==> src/logic/urxw_pkg.sv <==
package urxw_pkg;
  // register byte offsets
  localparam logic [7:0] URXW_CTRL_OFS = 8'h00;
  localparam logic [7:0] URXW_IE_OFS = 8'h04;
  localparam logic [7:0] URXW_STAT_OFS = 8'h08;
  localparam logic [7:0] URXW_DATA_OFS = 8'h0C;
  localparam logic [7:0] URXW_DIV_OFS = 8'h10;
  // control register fields
  localparam int URXW_CTL_RE = 0;
  localparam int URXW_CTL_M = 1;
  localparam int URXW_CTL_WAKE = 2;
  localparam int URXW_CTL_IDLE_COUNT_START_SELECT = 3;
  localparam int URXW_CTL_PEN = 4;
  localparam int URXW_CTL_PTY = 5;
  localparam int URXW_CTL_RWU = 6;
  localparam int URXW_CTL_BCE = 7;
  // reset values
  localparam logic [7:0] URXW_CTRL_RST = 8'h00;
  localparam logic [15:0] URXW_DIV_RST = 16'h0000;
  // sample-clock slots within one bit time
  localparam logic [4:0] URXW_RT_EDGE = 5'h02;
  localparam logic [4:0] URXW_RT_ST_A = 5'h03;
  localparam logic [4:0] URXW_RT_ST_B = 5'h05;
  localparam logic [4:0] URXW_RT_ST_C = 5'h07;
  localparam logic [4:0] URXW_RT_DA = 5'h08;
  localparam logic [4:0] URXW_RT_DB = 5'h09;
  localparam logic [4:0] URXW_RT_DC = 5'h0A;
  localparam logic [4:0] URXW_RT_BIT = 5'h10;
  // stop bit index, start bit is index 0
  localparam logic [3:0] URXW_STOP8 = 4'h9;
  localparam logic [3:0] URXW_STOP9 = 4'hA;
  // idle character length in sample cycles
  localparam logic [7:0] URXW_IDLE8 = 8'(10 * 16);
  localparam logic [7:0] URXW_IDLE9 = 8'(11 * 16);
  // bus responses
  localparam logic [1:0] URXW_OKAY = 2'h0;
  localparam logic [1:0] URXW_SLVERR = 2'h2;
  localparam logic [1:0] URXW_DECERR = 2'h3;

  typedef struct packed {
    logic pe;
    logic fe;
    logic nf;
    logic ovr;
    logic idle;
    logic rf;
  } urxw_flags_t;

  typedef enum {URXW_SRCH, URXW_CHAR} urxw_state_t;
endpackage

==> src/logic/urxw_rx.sv <==
`timescale 1ns/1ns
module urxw_rx
  import urxw_pkg::*;
#(
  parameter int AW = 8
) (
  // clock and reset
  input wire logic clk_in,
  input wire logic rst_in,
  // axi4-lite write
  input wire logic s_awvalid_in,
  input wire logic [AW-1:0] s_awaddr_in,
  output logic s_awready_out,
  input wire logic s_wvalid_in,
  input wire logic [31:0] s_wdata_in,
  input wire logic [3:0] s_wstrb_in,
  output logic s_wready_out,
  output logic s_bvalid_out,
  output logic [1:0] s_bresp_out,
  input wire logic s_bready_in,
  // axi4-lite read
  input wire logic s_arvalid_in,
  input wire logic [AW-1:0] s_araddr_in,
  output logic s_arready_out,
  output logic s_rvalid_out,
  output logic [31:0] s_rdata_out,
  output logic [1:0] s_rresp_out,
  input wire logic s_rready_in,
  // serial line and system
  input wire logic rx_in,
  input wire logic break_in,
  input wire logic wait_in,
  output logic rx_irq_out,
  output logic err_irq_out,
  output logic wake_out
);

  function automatic logic hit(input logic [AW-1:0] a,
                               input logic [7:0] ofs);
    hit = (a == AW'(ofs));
  endfunction

  function automatic logic [31:0] wmerge(input logic [31:0] old,
                                         input logic [31:0] wd,
                                         input logic [3:0] st);
    logic [31:0] m;
    m = {{8{st[3]}}, {8{st[2]}}, {8{st[1]}}, {8{st[0]}}};
    wmerge = (old & ~m) | (wd & m);
  endfunction

  function automatic logic maj3(input logic [2:0] s);
    maj3 = (s[0] & s[1]) | (s[0] & s[2]) | (s[1] & s[2]);
  endfunction

  function automatic logic noisy(input logic [2:0] s);
    noisy = (|s) & ~(&s);
  endfunction

  logic [7:0] ctrl_r;
  logic [15:0] div_r;
  logic [15:0] div_cnt_r;
  logic tick_r;
  urxw_flags_t ie_r;
  urxw_flags_t flags_r;
  urxw_flags_t arm_r;
  urxw_flags_t set_c;
  urxw_flags_t clr_c;
  logic [8:0] data_r;
  urxw_state_t st_r;
  logic [2:0] hist_r;
  logic [2:0] stv_r;
  logic [2:0] smp_r;
  logic [4:0] rt_r;
  logic [3:0] bit_r;
  logic [8:0] sh_r;
  logic noise_r;
  logic prev_r;
  logic [7:0] idle_cnt_r;
  logic idle_arm_r;
  logic wake_d_r;
  logic awready_r;
  logic wready_r;
  logic bvalid_r;
  logic [1:0] bresp_r;
  logic arready_r;
  logic rvalid_r;
  logic [31:0] rdata_r;
  logic [1:0] rresp_r;
  logic aw_have_r;
  logic w_have_r;
  logic [AW-1:0] awaddr_r;
  logic [31:0] wdata_r;
  logic [3:0] wstrb_r;
  logic rx_irq_r;
  logic err_irq_r;
  logic wake_r;

  logic re;
  logic m9;
  logic wake_sel;
  logic idle_count_start_select;
  logic standby_request_bit;
  logic bce;
  logic [2:0] s3_c;
  logic eval_c;
  logic done_c;
  logic [3:0] lastb_c;
  logic [8:0] dat_c;
  logic perr_c;
  logic msb_c;
  logic [7:0] lim_c;
  logic cnt_en_c;
  logic idle_evt_c;
  logic idle_line_c;
  logic drop_c;
  logic wake_hit_c;
  logic eff_c;
  logic wr_go;
  logic wr_ok;
  logic rd_go;
  logic rd_ok;
  logic [31:0] rd_val_c;
  logic rd_map_c;
  logic wr_map_c;
  logic rxirq_c;
  logic errirq_c;

  assign re = ctrl_r[URXW_CTL_RE];
  assign m9 = ctrl_r[URXW_CTL_M];
  assign wake_sel = ctrl_r[URXW_CTL_WAKE];
  assign idle_count_start_select = ctrl_r[URXW_CTL_IDLE_COUNT_START_SELECT];
  assign standby_request_bit = ctrl_r[URXW_CTL_RWU];
  assign bce = ctrl_r[URXW_CTL_BCE];

  // sample clock: one tick per (div+1) system clocks
  always_ff @(posedge clk_in) begin
    if (rst_in || div_cnt_r == div_r) begin
      div_cnt_r <= 16'h0000;
      tick_r <= !rst_in;
    end else begin
      div_cnt_r <= div_cnt_r + 16'h0001;
      tick_r <= 1'b0;
    end
  end

  always_comb begin
    s3_c = {smp_r[1:0], rx_in};
    eval_c = tick_r && st_r == URXW_CHAR && rt_r == URXW_RT_DC;
    lastb_c = m9 ? URXW_STOP9 : URXW_STOP8;
    done_c = eval_c && bit_r == lastb_c;
    dat_c = m9 ? sh_r : {1'b0, sh_r[8:1]};
    perr_c = ctrl_r[URXW_CTL_PEN] && ((^dat_c) != ctrl_r[URXW_CTL_PTY]);
    msb_c = m9 ? dat_c[8] : dat_c[7];
    lim_c = m9 ? URXW_IDLE9 : URXW_IDLE8;
    // ones inside a character count only when counting after start
    cnt_en_c = st_r == URXW_SRCH || (!idle_count_start_select && bit_r != 4'h0);
    idle_evt_c = re && tick_r && rx_in && cnt_en_c &&
                 idle_cnt_r == lim_c - 8'h01;
    idle_line_c = idle_cnt_r == lim_c;
    drop_c = standby_request_bit && !(wake_sel && msb_c);
    wake_hit_c = standby_request_bit && ((done_c && wake_sel && msb_c) ||
                 (!wake_sel && (idle_evt_c ||
                 (wake_d_r && idle_line_c))));
  end

  // receive sequencer
  always_ff @(posedge clk_in) begin
    if (rst_in || !re) begin
      st_r <= URXW_SRCH;
      hist_r <= 3'h0;
      stv_r <= 3'h0;
      smp_r <= 3'h0;
      rt_r <= 5'h00;
      bit_r <= 4'h0;
      sh_r <= 9'h000;
      noise_r <= 1'b0;
      prev_r <= 1'b0;
    end else if (tick_r) begin
      hist_r <= {hist_r[1:0], rx_in};
      case (st_r)
        URXW_SRCH: begin
          if (!rx_in && hist_r == 3'h7) begin
            st_r <= URXW_CHAR;
            rt_r <= URXW_RT_EDGE;
            bit_r <= 4'h0;
            noise_r <= 1'b0;
          end
        end
        URXW_CHAR: begin
          rt_r <= rt_r + 5'h01;
          if (rt_r == URXW_RT_ST_A || rt_r == URXW_RT_ST_B) begin
            stv_r <= {stv_r[1:0], rx_in};
          end
          if (rt_r == URXW_RT_DA || rt_r == URXW_RT_DB) begin
            smp_r <= {smp_r[1:0], rx_in};
          end
          if (bit_r == 4'h0 && rt_r == URXW_RT_ST_C) begin
            if (maj3({stv_r[1:0], rx_in})) begin
              st_r <= URXW_SRCH;
            end else begin
              noise_r <= noise_r | (|{stv_r[1:0], rx_in});
            end
          end
          if (rt_r == URXW_RT_DC) begin
            prev_r <= maj3(s3_c);
            noise_r <= noise_r | (bit_r == 4'h0 ? |s3_c : noisy(s3_c));
            if (bit_r != 4'h0 && bit_r != lastb_c) begin
              sh_r <= {maj3(s3_c), sh_r[8:1]};
            end
            if (bit_r == lastb_c) begin
              st_r <= URXW_SRCH;
            end
          end
          if (rt_r == URXW_RT_BIT) begin
            rt_r <= 5'h01;
            bit_r <= bit_r + 4'h1;
          end else if (rt_r > URXW_RT_DC && bit_r != 4'h0 &&
                       bit_r != lastb_c && prev_r && hist_r[0] &&
                       !rx_in) begin
            // early edge realigns the next bit
            rt_r <= URXW_RT_EDGE;
            bit_r <= bit_r + 4'h1;
          end else if (rt_r >= URXW_RT_EDGE && rt_r < URXW_RT_DA &&
                       bit_r != 4'h0 && bit_r != lastb_c && prev_r &&
                       hist_r[0] && !rx_in) begin
            // late edge: slow sender, this tick is slot one again
            rt_r <= URXW_RT_EDGE;
          end
        end
        default: st_r <= URXW_SRCH;
      endcase
    end
  end

  // idle line counting
  always_ff @(posedge clk_in) begin
    if (rst_in || !re) begin
      idle_cnt_r <= 8'h00;
      idle_arm_r <= 1'b0;
    end else begin
      if (tick_r) begin
        if (!rx_in) begin
          idle_cnt_r <= 8'h00;
        end else if (cnt_en_c && !idle_line_c) begin
          idle_cnt_r <= idle_cnt_r + 8'h01;
        end
      end
      if (done_c) begin
        idle_arm_r <= 1'b1;
      end else if (idle_evt_c) begin
        idle_arm_r <= 1'b0;
      end
    end
  end

  // flag events and the two-step clear
  always_comb begin
    set_c = '0;
    if (done_c && !drop_c) begin
      if (flags_r.rf) begin
        set_c.ovr = 1'b1;
      end else begin
        set_c.rf = 1'b1;
        set_c.fe = !maj3(s3_c);
        set_c.nf = noise_r | noisy(s3_c);
        set_c.pe = perr_c;
      end
    end
    // waking idle is absorbed by rwu here
    set_c.idle = idle_evt_c && idle_arm_r && !standby_request_bit;
    eff_c = !break_in || bce;
    clr_c = (rd_ok && eff_c && hit(s_araddr_in, URXW_DATA_OFS)) ?
            arm_r : '0;
  end

  always_ff @(posedge clk_in) begin
    if (rst_in) begin
      flags_r <= '0;
      arm_r <= '0;
    end else begin
      // set beats a clear in the same cycle
      flags_r <= (flags_r & ~clr_c) | set_c;
      if (rd_ok && eff_c && hit(s_araddr_in, URXW_STAT_OFS)) begin
        arm_r <= flags_r;
      end else if (rd_ok && eff_c && hit(s_araddr_in, URXW_DATA_OFS)) begin
        arm_r <= '0;
      end
    end
  end

  always_ff @(posedge clk_in) begin
    if (rst_in) begin
      data_r <= 9'h000;
    end else if (done_c && !drop_c && !flags_r.rf) begin
      data_r <= dat_c;
    end
  end

  // control and configuration registers
  always_ff @(posedge clk_in) begin
    if (rst_in) begin
      ctrl_r <= URXW_CTRL_RST;
      ie_r <= '0;
      div_r <= URXW_DIV_RST;
      wake_d_r <= 1'b0;
    end else begin
      wake_d_r <= wake_sel;
      if (wr_ok && hit(awaddr_r, URXW_CTRL_OFS)) begin
        ctrl_r <= 8'(wmerge({24'h00_0000, ctrl_r}, wdata_r, wstrb_r));
      end else if (wake_hit_c) begin
        ctrl_r[URXW_CTL_RWU] <= 1'b0;
      end
      if (wr_ok && hit(awaddr_r, URXW_IE_OFS)) begin
        ie_r <= 6'(wmerge({26'h000_0000, ie_r}, wdata_r, wstrb_r));
      end
      if (wr_ok && hit(awaddr_r, URXW_DIV_OFS)) begin
        div_r <= 16'(wmerge({16'h0000, div_r}, wdata_r, wstrb_r));
      end
    end
  end

  // interrupt requests
  always_comb begin
    rxirq_c = !standby_request_bit && ((flags_r.rf && ie_r.rf) ||
              (flags_r.idle && ie_r.idle));
    errirq_c = !standby_request_bit && |({flags_r.ovr, flags_r.nf, flags_r.fe,
               flags_r.pe} & {ie_r.ovr, ie_r.nf, ie_r.fe, ie_r.pe});
  end

  always_ff @(posedge clk_in) begin
    if (rst_in) begin
      rx_irq_r <= 1'b0;
      err_irq_r <= 1'b0;
      wake_r <= 1'b0;
    end else begin
      rx_irq_r <= rxirq_c;
      err_irq_r <= errirq_c;
      wake_r <= wait_in && (rxirq_c || errirq_c);
    end
  end

  // axi4-lite write channel
  assign wr_go = aw_have_r && w_have_r && !bvalid_r;
  assign wr_ok = wr_go && !wait_in;
  assign wr_map_c = hit(awaddr_r, URXW_CTRL_OFS) ||
                    hit(awaddr_r, URXW_IE_OFS) ||
                    hit(awaddr_r, URXW_DIV_OFS);

  always_ff @(posedge clk_in) begin
    if (rst_in) begin
      awready_r <= 1'b1;
      wready_r <= 1'b1;
      aw_have_r <= 1'b0;
      w_have_r <= 1'b0;
      awaddr_r <= '0;
      wdata_r <= 32'h0000_0000;
      wstrb_r <= 4'h0;
      bvalid_r <= 1'b0;
      bresp_r <= URXW_OKAY;
    end else begin
      if (s_awvalid_in && awready_r) begin
        awaddr_r <= s_awaddr_in;
        aw_have_r <= 1'b1;
        awready_r <= 1'b0;
      end
      if (s_wvalid_in && wready_r) begin
        wdata_r <= s_wdata_in;
        wstrb_r <= s_wstrb_in;
        w_have_r <= 1'b1;
        wready_r <= 1'b0;
      end
      if (wr_go) begin
        aw_have_r <= 1'b0;
        w_have_r <= 1'b0;
        bvalid_r <= 1'b1;
        bresp_r <= wait_in ? URXW_SLVERR :
                   (wr_map_c ? URXW_OKAY : URXW_DECERR);
      end
      if (bvalid_r && s_bready_in) begin
        bvalid_r <= 1'b0;
        awready_r <= 1'b1;
        wready_r <= 1'b1;
      end
    end
  end

  // axi4-lite read channel; status and data reads have side effects
  assign rd_go = s_arvalid_in && arready_r;
  assign rd_ok = rd_go && !wait_in;

  always_comb begin
    rd_map_c = 1'b1;
    rd_val_c = 32'h0000_0000;
    if (hit(s_araddr_in, URXW_CTRL_OFS)) begin
      rd_val_c = {24'h00_0000, ctrl_r};
    end else if (hit(s_araddr_in, URXW_IE_OFS)) begin
      rd_val_c = {26'h000_0000, ie_r};
    end else if (hit(s_araddr_in, URXW_STAT_OFS)) begin
      rd_val_c = {25'h000_0000, st_r == URXW_CHAR, flags_r};
    end else if (hit(s_araddr_in, URXW_DATA_OFS)) begin
      rd_val_c = {23'h00_0000, data_r};
    end else if (hit(s_araddr_in, URXW_DIV_OFS)) begin
      rd_val_c = {16'h0000, div_r};
    end else begin
      rd_map_c = 1'b0;
    end
  end

  always_ff @(posedge clk_in) begin
    if (rst_in) begin
      arready_r <= 1'b1;
      rvalid_r <= 1'b0;
      rdata_r <= 32'h0000_0000;
      rresp_r <= URXW_OKAY;
    end else begin
      if (rd_go) begin
        arready_r <= 1'b0;
        rvalid_r <= 1'b1;
        rdata_r <= wait_in ? 32'h0000_0000 : rd_val_c;
        rresp_r <= wait_in ? URXW_SLVERR :
                   (rd_map_c ? URXW_OKAY : URXW_DECERR);
      end else if (rvalid_r && s_rready_in) begin
        rvalid_r <= 1'b0;
        arready_r <= 1'b1;
      end
    end
  end

  assign s_awready_out = awready_r;
  assign s_wready_out = wready_r;
  assign s_bvalid_out = bvalid_r;
  assign s_bresp_out = bresp_r;
  assign s_arready_out = arready_r;
  assign s_rvalid_out = rvalid_r;
  assign s_rdata_out = rdata_r;
  assign s_rresp_out = rresp_r;
  assign rx_irq_out = rx_irq_r;
  assign err_irq_out = err_irq_r;
  assign wake_out = wake_r;
endmodule

==> config.mk <==
export PLATFORM = sky130hd
export DESIGN_NAME = urxw_rx
export DESIGN_NICKNAME = d
export VERILOG_FILES = /design/src/logic/urxw_pkg.sv /design/src/logic/urxw_rx.sv
export SDC_FILE = /design/constraint.sdc
export NUM_CORES = 1
export LEC_CHECK = 0
export ABC_AREA = 1
export BUFFER_PORTS_ARGS = -buffer_cell sky130_fd_sc_hd__buf_2
export CORE_ASPECT_RATIO = 1.4
export CORE_MARGIN = 3
export CORE_UTILIZATION = 38
export CTS_BUF_LIST = sky130_fd_sc_hd__clkbuf_2 sky130_fd_sc_hd__clkbuf_4 sky130_fd_sc_hd__clkbuf_8
export DETAILED_ROUTE_END_ITERATION = 16
export PLACE_DENSITY_LB_ADDON = 0.25
export SLEW_MARGIN = 30
export SYNTH_ARGS = -nofsm -noshare
export SYNTH_HDL_FRONTEND = slang
export SYNTH_SLANG_ARGS = --single-unit
==> constraint.sdc <==
create_clock -name clk_in -period 4.1 [get_ports clk_in]
set_clock_uncertainty 0.15 [all_clocks]
set_input_delay 0.205 -clock clk_in [delete_from_list [all_inputs] [get_ports clk_in]]
set_output_delay 0.205 -clock clk_in [all_outputs]
set_load 0.005 [all_outputs]
==> flow_summary.ini, run 1 <==
[run_status]
status = finished, final reports clean

[layout]
final_cell_mix = 261 x nand2_1, 193 x dfxtp_1, 150 x nor2_1
area_delta_synth_final_pct = 13.8
drive_gt1_frac = 0.115
antennaDiodeCount = 0
fillers = 2389
num-nets-final = 1367
layout_commonest_cell = nand2_1

[clock_tree]
root_buffer = clkbuf_8
cts_buffer_depth = 2
htree_levels = 4
cts_buffers = 17
cts_sinks = 193
cts_tree = built
worstSkewPairLatency_ns = 0.47
cts_resized = 0
clkTransAtPathRegs_ns = 0.11

[grt]
grt_pass1_vias = 7278
grtUsageTotal = 0.173
grt_pass1_wl_mm = 34.8
grt_overflow = 0
grt_max_degree = 66
antenna_found_initial = 0

[pwr]
total_power_uw = 3400
pwr-share-comb = 0.055
cell_internal_pwr_uw = 2500
p_per_area_nw_per_um2 = 341
vdd_ir_drop_max_uv = 214
netSwitchingFraction = 0.265
seqPwrFrac = 0.565
leakage_uw = 0.00390
switchingPower_uw = 903
pwr-share-clk = 0.380

[worst_setup_path]
worstPathRequired_ns = 4.36
cp_slowest_cell = nand2_1
slowest_delay_ns = 0.44
end_kind = register
critPathKind = reg -> reg
critPathMaxFanout = 21
cp-start-kind = register
arrival_ns = 2.75
cp_top_family = simple AND/OR/NAND/NOR gates
path_buf_inv = 2
path_cells = nand2_1, nor2_1, inv_1, a21oi_4, inv_1, nor2_1, nand2_1, a21oi_1

[sta]
worst_pin_slew_ns = 0.863
rsz0062_at_grt = no
slew_headroom = 0.420
final-hold-violation-count = 0
fin_crit_ns = 2.49
setup_viol = 0
period_share = 0.607
drv_slew = 0
tns_ns = 0
timing.fmax_ghz = 0.402

[worst_hold_path]
hold_class = in -> reg

[yosys]
ys_seq_area_frac = 0.441
yosysWarnings = 0
synth_top_area_cell = dfxtp_1
synth_edf_count = 0
ys.flop_type = dfxtp_1
syn_area_um2 = 8750
synth.avg_cell_area_um2 = 7.19
synth_top_area_share = 0.441
ys_ff_latch = 193
synth_cell_type_count = 49
synthTopCellsByArea = dfxtp_1 44%, nand2_1 11%, a21oi_1 7.1%, nor2_1 6.4%, o21ai_0 5.9%
async_flop_share = 0
syn-instance-count = 1217

[routing]
avgViaCountPerCell = 4.80
ant_nets = 0
routedWlPerCell_um = 13.4
routed_wl_mm = 21.6
m1WireLength_mm = 8.70
vias = 7725
routed-wl-met2_mm = 11.7
drt_iter0_drc = 441
dr.pass1.iters = 5
top_layer = met4
wl_met3_um = 557
drcViolationCount = 0

[floorplanning]
die_w_um = 134
ios = 106
start_util = 0.387
core_area_um2 = 22600
die_h_um = 186
fp.dieArea_um2 = 24900
num_rows = 65

[place]
gp_congestion = 0.880
portBuffers = 71
dpl.hpwl_mm = 15.5

[job]
maxCapViolCount = 0
metrics by stage:
stage               cells  setup WS [ns]  instance area, µm²  utilization  hold slack, ns
CTS                  1610           1.62                9960        0.441          0.0329
finish               1610           1.61                9960        0.441          0.0647
global placement     1549           1.69                9250        0.409           0.276
floorplan            1232           2.31                8810            -           0.204
detailed placement   1549           1.65                9250        0.409           0.278
global route         1610           1.37                9960        0.441          0.0496
logic make-up (layout without fill, tap and decap cells):
logic type | Yosys count | in the layout | share of synthesized area
flip-flops | 193 | 193 | 0.441
adder cells (fa/ha/maj) | 9 | 9 | 0.0129
buffers and inverters | 181 | 258 | 0.0900
XOR/XNOR | 20 | 20 | 0.0200
other | 1 | 16 | 0.000428
AO/OA/AOI/OAI | 255 | 255 | 0.155
AND/OR/NAND/NOR | 558 | 558 | 0.281
layout make-up:
type	instances	area, µm²	share of cell area
clock inverters	15	188	0.0188
well taps	301	377	0.0378
clock buffers	17	234	0.0235
multi-input cells	858	4160	0.418
repair buffers	105	683	0.0686
flip-flops and latches	193	3860	0.388
inverters	121	454	0.0456
synthesized netlist by cell type, drive strengths merged, types with 2 or more instances:
master	count
nand2	269
dfxtp	193
nor2	160
a21oi	126
inv	120
o21ai	111
nand3	65
nor3	34
buf	33
clkbuf	27
nand4	16
xor2	11
ha	9
xnor2	9
nand3b	4
nor3b	4
nor4	3
o21a	3
or2	3
a211oi	2
a221oi	2
a31oi	2
o22ai	2
worst min-delay path, cell delays in order:
cell and delay [ns]:
buf_2 0.18, nor2_2 0.09, inv_1 0.10, o31ai_1 0.07
repair_timing:
| item | CTS | global route |
|---|---|---|
| hold buffers | 29 | 0 |
| hold endpoints to repair | 33 | 0 |
| setup buffers | 0 | 0 |
| endpoints found under the setup margin | 0 | 0 |
routing by layer:
metal,GRT usage,vias to the layer above
met2,0.340,115
li1,-,4087
met5,0,-
met1,0.182,3491
met4,0.0689,0
met3,0.0292,32
worst paths after layout:
check / startpoint / slack (ns) / cells past startpoint / endpoint
worst max-delay path: s_arready_out$_SDFFE_PP1P_ / 1.61 / 8 / arm_r[3]$_SDFFE_PP0P_
worst min-delay path: wait_in / 0.06 / 4 / s_bresp_out[0]$_SDFFE_PP0P_
worst max register to register: s_arready_out$_SDFFE_PP1P_ / 1.61 / 8 / arm_r[3]$_SDFFE_PP0P_
worst min register to register: st_r[13]$_SDFFE_PP0P_ / 0.29 / 2 / st_r[13]$_SDFFE_PP0P_
power groups by stage:
stage / logic [µW] / clock network [µW] / registers, µW
3_3_place_gp: 163 / 0 / 1960
5_1_grt: 211 / 1400 / 1930
6_report: 187 / 1290 / 1920
4_1_cts: 188 / 1330 / 1920
3_5_place_dp: 166 / 0 / 1970
2_1_floorplan: 119 / 0 / 1960
No activity file was read; power rests on OpenSTA's default activity.
==> run 2, diff against run 1 <==
==> constraint.sdc (replaced) <==
create_clock -name clk_in -period 2.5 [get_ports clk_in]
set_clock_uncertainty 0.15 [all_clocks]
set_input_delay 0.125 -clock clk_in [delete_from_list [all_inputs] [get_ports clk_in]]
set_output_delay 0.125 -clock clk_in [all_outputs]
set_load 0.005 [all_outputs]
==> flow_summary.ini, run 2 (synthesis results as in run 1) <==
[clock_tree]
post-cts-setup-buffers = 0
cts_resized = 0
cts_sinks = 193
cts_buffer_depth = 2
worstSkewPairLatency_ns = 0.49
root_buffer = clkbuf_8
clkTransAtPathRegs_ns = 0.11
htree_levels = 4
cts-hold-fix-buffers = 33
cts_tree = built
cts_buffers = 17

[routing]
drcViolationCount = 0
routed_wl_mm = 21.5
ant_nets = 0
vias = 7838
dr.pass1.iters = 5
avgViaCountPerCell = 4.83
drt_iter0_drc = 423
routedWlPerCell_um = 13.3

[worst_setup_path]
critPathMaxFanout = 21
critPathKind = reg -> reg
arrival_ns = 2.43
cp_slowest_cell = o21ai_2
cp-start-kind = register
worstPathRequired_ns = 2.76
path_buf_inv = 1
end_kind = register
path_cells = inv_1, ha_1, nand3_1, nor3_1, nand2_1, nand2_1, o21ai_2, nand2_1, a21oi_1
slowest_delay_ns = 0.64
path_common_cell = nand2_1
cp_top_family = compound AO/OA/AOI/OAI gates

[sta]
worst_pin_slew_ns = 0.824
drv_slew = 0
setup_viol = 0
slew_headroom = 0.451
fin_crit_ns = 2.17
timing.fmax_ghz = 0.461
final-hold-violation-count = 0
rsz0062_at_grt = no
period_share = 0.868
tns_ns = 0

[floorplanning]
start_util = 0.387
die_h_um = 186
core_area_um2 = 22600
die_w_um = 134
num_rows = 65
ios = 106
fp.dieArea_um2 = 24900

[place]
portBuffers = 71
dpl.hpwl_mm = 15.9
postPlaceCellArea_um2 = 9310
dp.cells = 1558
gp_congestion = 0.848

[grt]
grt_pass1_vias = 7351
grt_max_degree = 43
grt_pass1_wl_mm = 35.7
antenna_found_initial = 0
grtUsageTotal = 0.177
grt_overflow = 0

[worst_hold_path]
hold_class = in -> reg

[pwr]
leakage_uw = 0.00397
p_per_area_nw_per_um2 = 556
vdd_ir_drop_max_uv = 335

[layout]
final_cell_mix = 261 x nand2_1, 193 x dfxtp_1, 150 x nor2_1
fin_cells = 1623
antennaDiodeCount = 0
num-nets-final = 1380
drive_gt1_frac = 0.120
area_delta_synth_final_pct = 15.2
layout_commonest_cell = nand2_1
design_area_um2 = 10100

[job]
maxCapViolCount = 0

[run_status]
status = finished, final reports clean
run 2: cell count changes in the layout (fill, tap and decap cells not counted), sizes merged:
cell / previous run / this run
clkinvlp: 2 / 0
buf: 76 / 85
bufinv: 1 / 0
dlygate4sd3: 29 / 33
clkinv: 6 / 9
run 2: final cells by class:
| cell class | count | area, µm² |
|---|---|---|
| Clock buffer | 17 | 234 |
| Clock inverter | 15 | 204 |
| Fill cell | 2364 | 12500 |
| Inverter | 121 | 454 |
| Multi-Input combinational cell | 858 | 4160 |
| Sequential cell | 193 | 3860 |
| Tap cell | 301 | 377 |
| Timing Repair Buffer | 118 | 791 |
run 2: worst reg2reg max path: stages, from the launching register on:
cell     delay, ns
dfxtp_1       0.39
inv_1         0.10
ha_1          0.21
nand3_1       0.16
nor3_1        0.09
nand2_1       0.06
nand2_1       0.06
o21ai_2       0.64
nand2_1       0.10
a21oi_1       0.14
run 2: final timing paths:
kind | to | depth (start not counted) | slack (ns) | from
max | st_r[0]$_SDFFE_PP0P_ | 9 | 0.33 | bit_r[0]$_SDFFE_PP0P_
min | s_rdata_out[6]$_SDFFE_PP0P_ | 6 | 0.04 | s_araddr_in[2]
max reg2reg | st_r[0]$_SDFFE_PP0P_ | 9 | 0.33 | bit_r[0]$_SDFFE_PP0P_
min reg2reg | st_r[29]$_SDFFE_PP0P_ | 2 | 0.29 | st_r[29]$_SDFFE_PP0P_
run 2: layer usage:
metal / global-route usage / part of all wire
met5: 0 / 0
met2: 0.337 / 0.53
met3: 0.0292 / 0.024
met4: 0.0733 / 0.032
met1: 0.192 / 0.41
run 2: power by group:
group          leakage (µW)  switching, µW  internal [µW]
combinational       0.00219            196            121
clock              0.000217           1340            797
sequential          0.00156           26.7           3120
total               0.00397           1570           4040
run 2: stage by stage:
step                      worst slack, ns  utilization  total power, µW  hold WS [ns]
after floorplan                     0.712            -             3410         0.124
after global placement              0.361        0.412             3500         0.232
after CTS                           0.285        0.446             5680       0.00157
after detailed placement            0.310        0.412             3500         0.230
after global routing               0.0360        0.446             5860        0.0326
final                               0.330        0.446             5610        0.0398
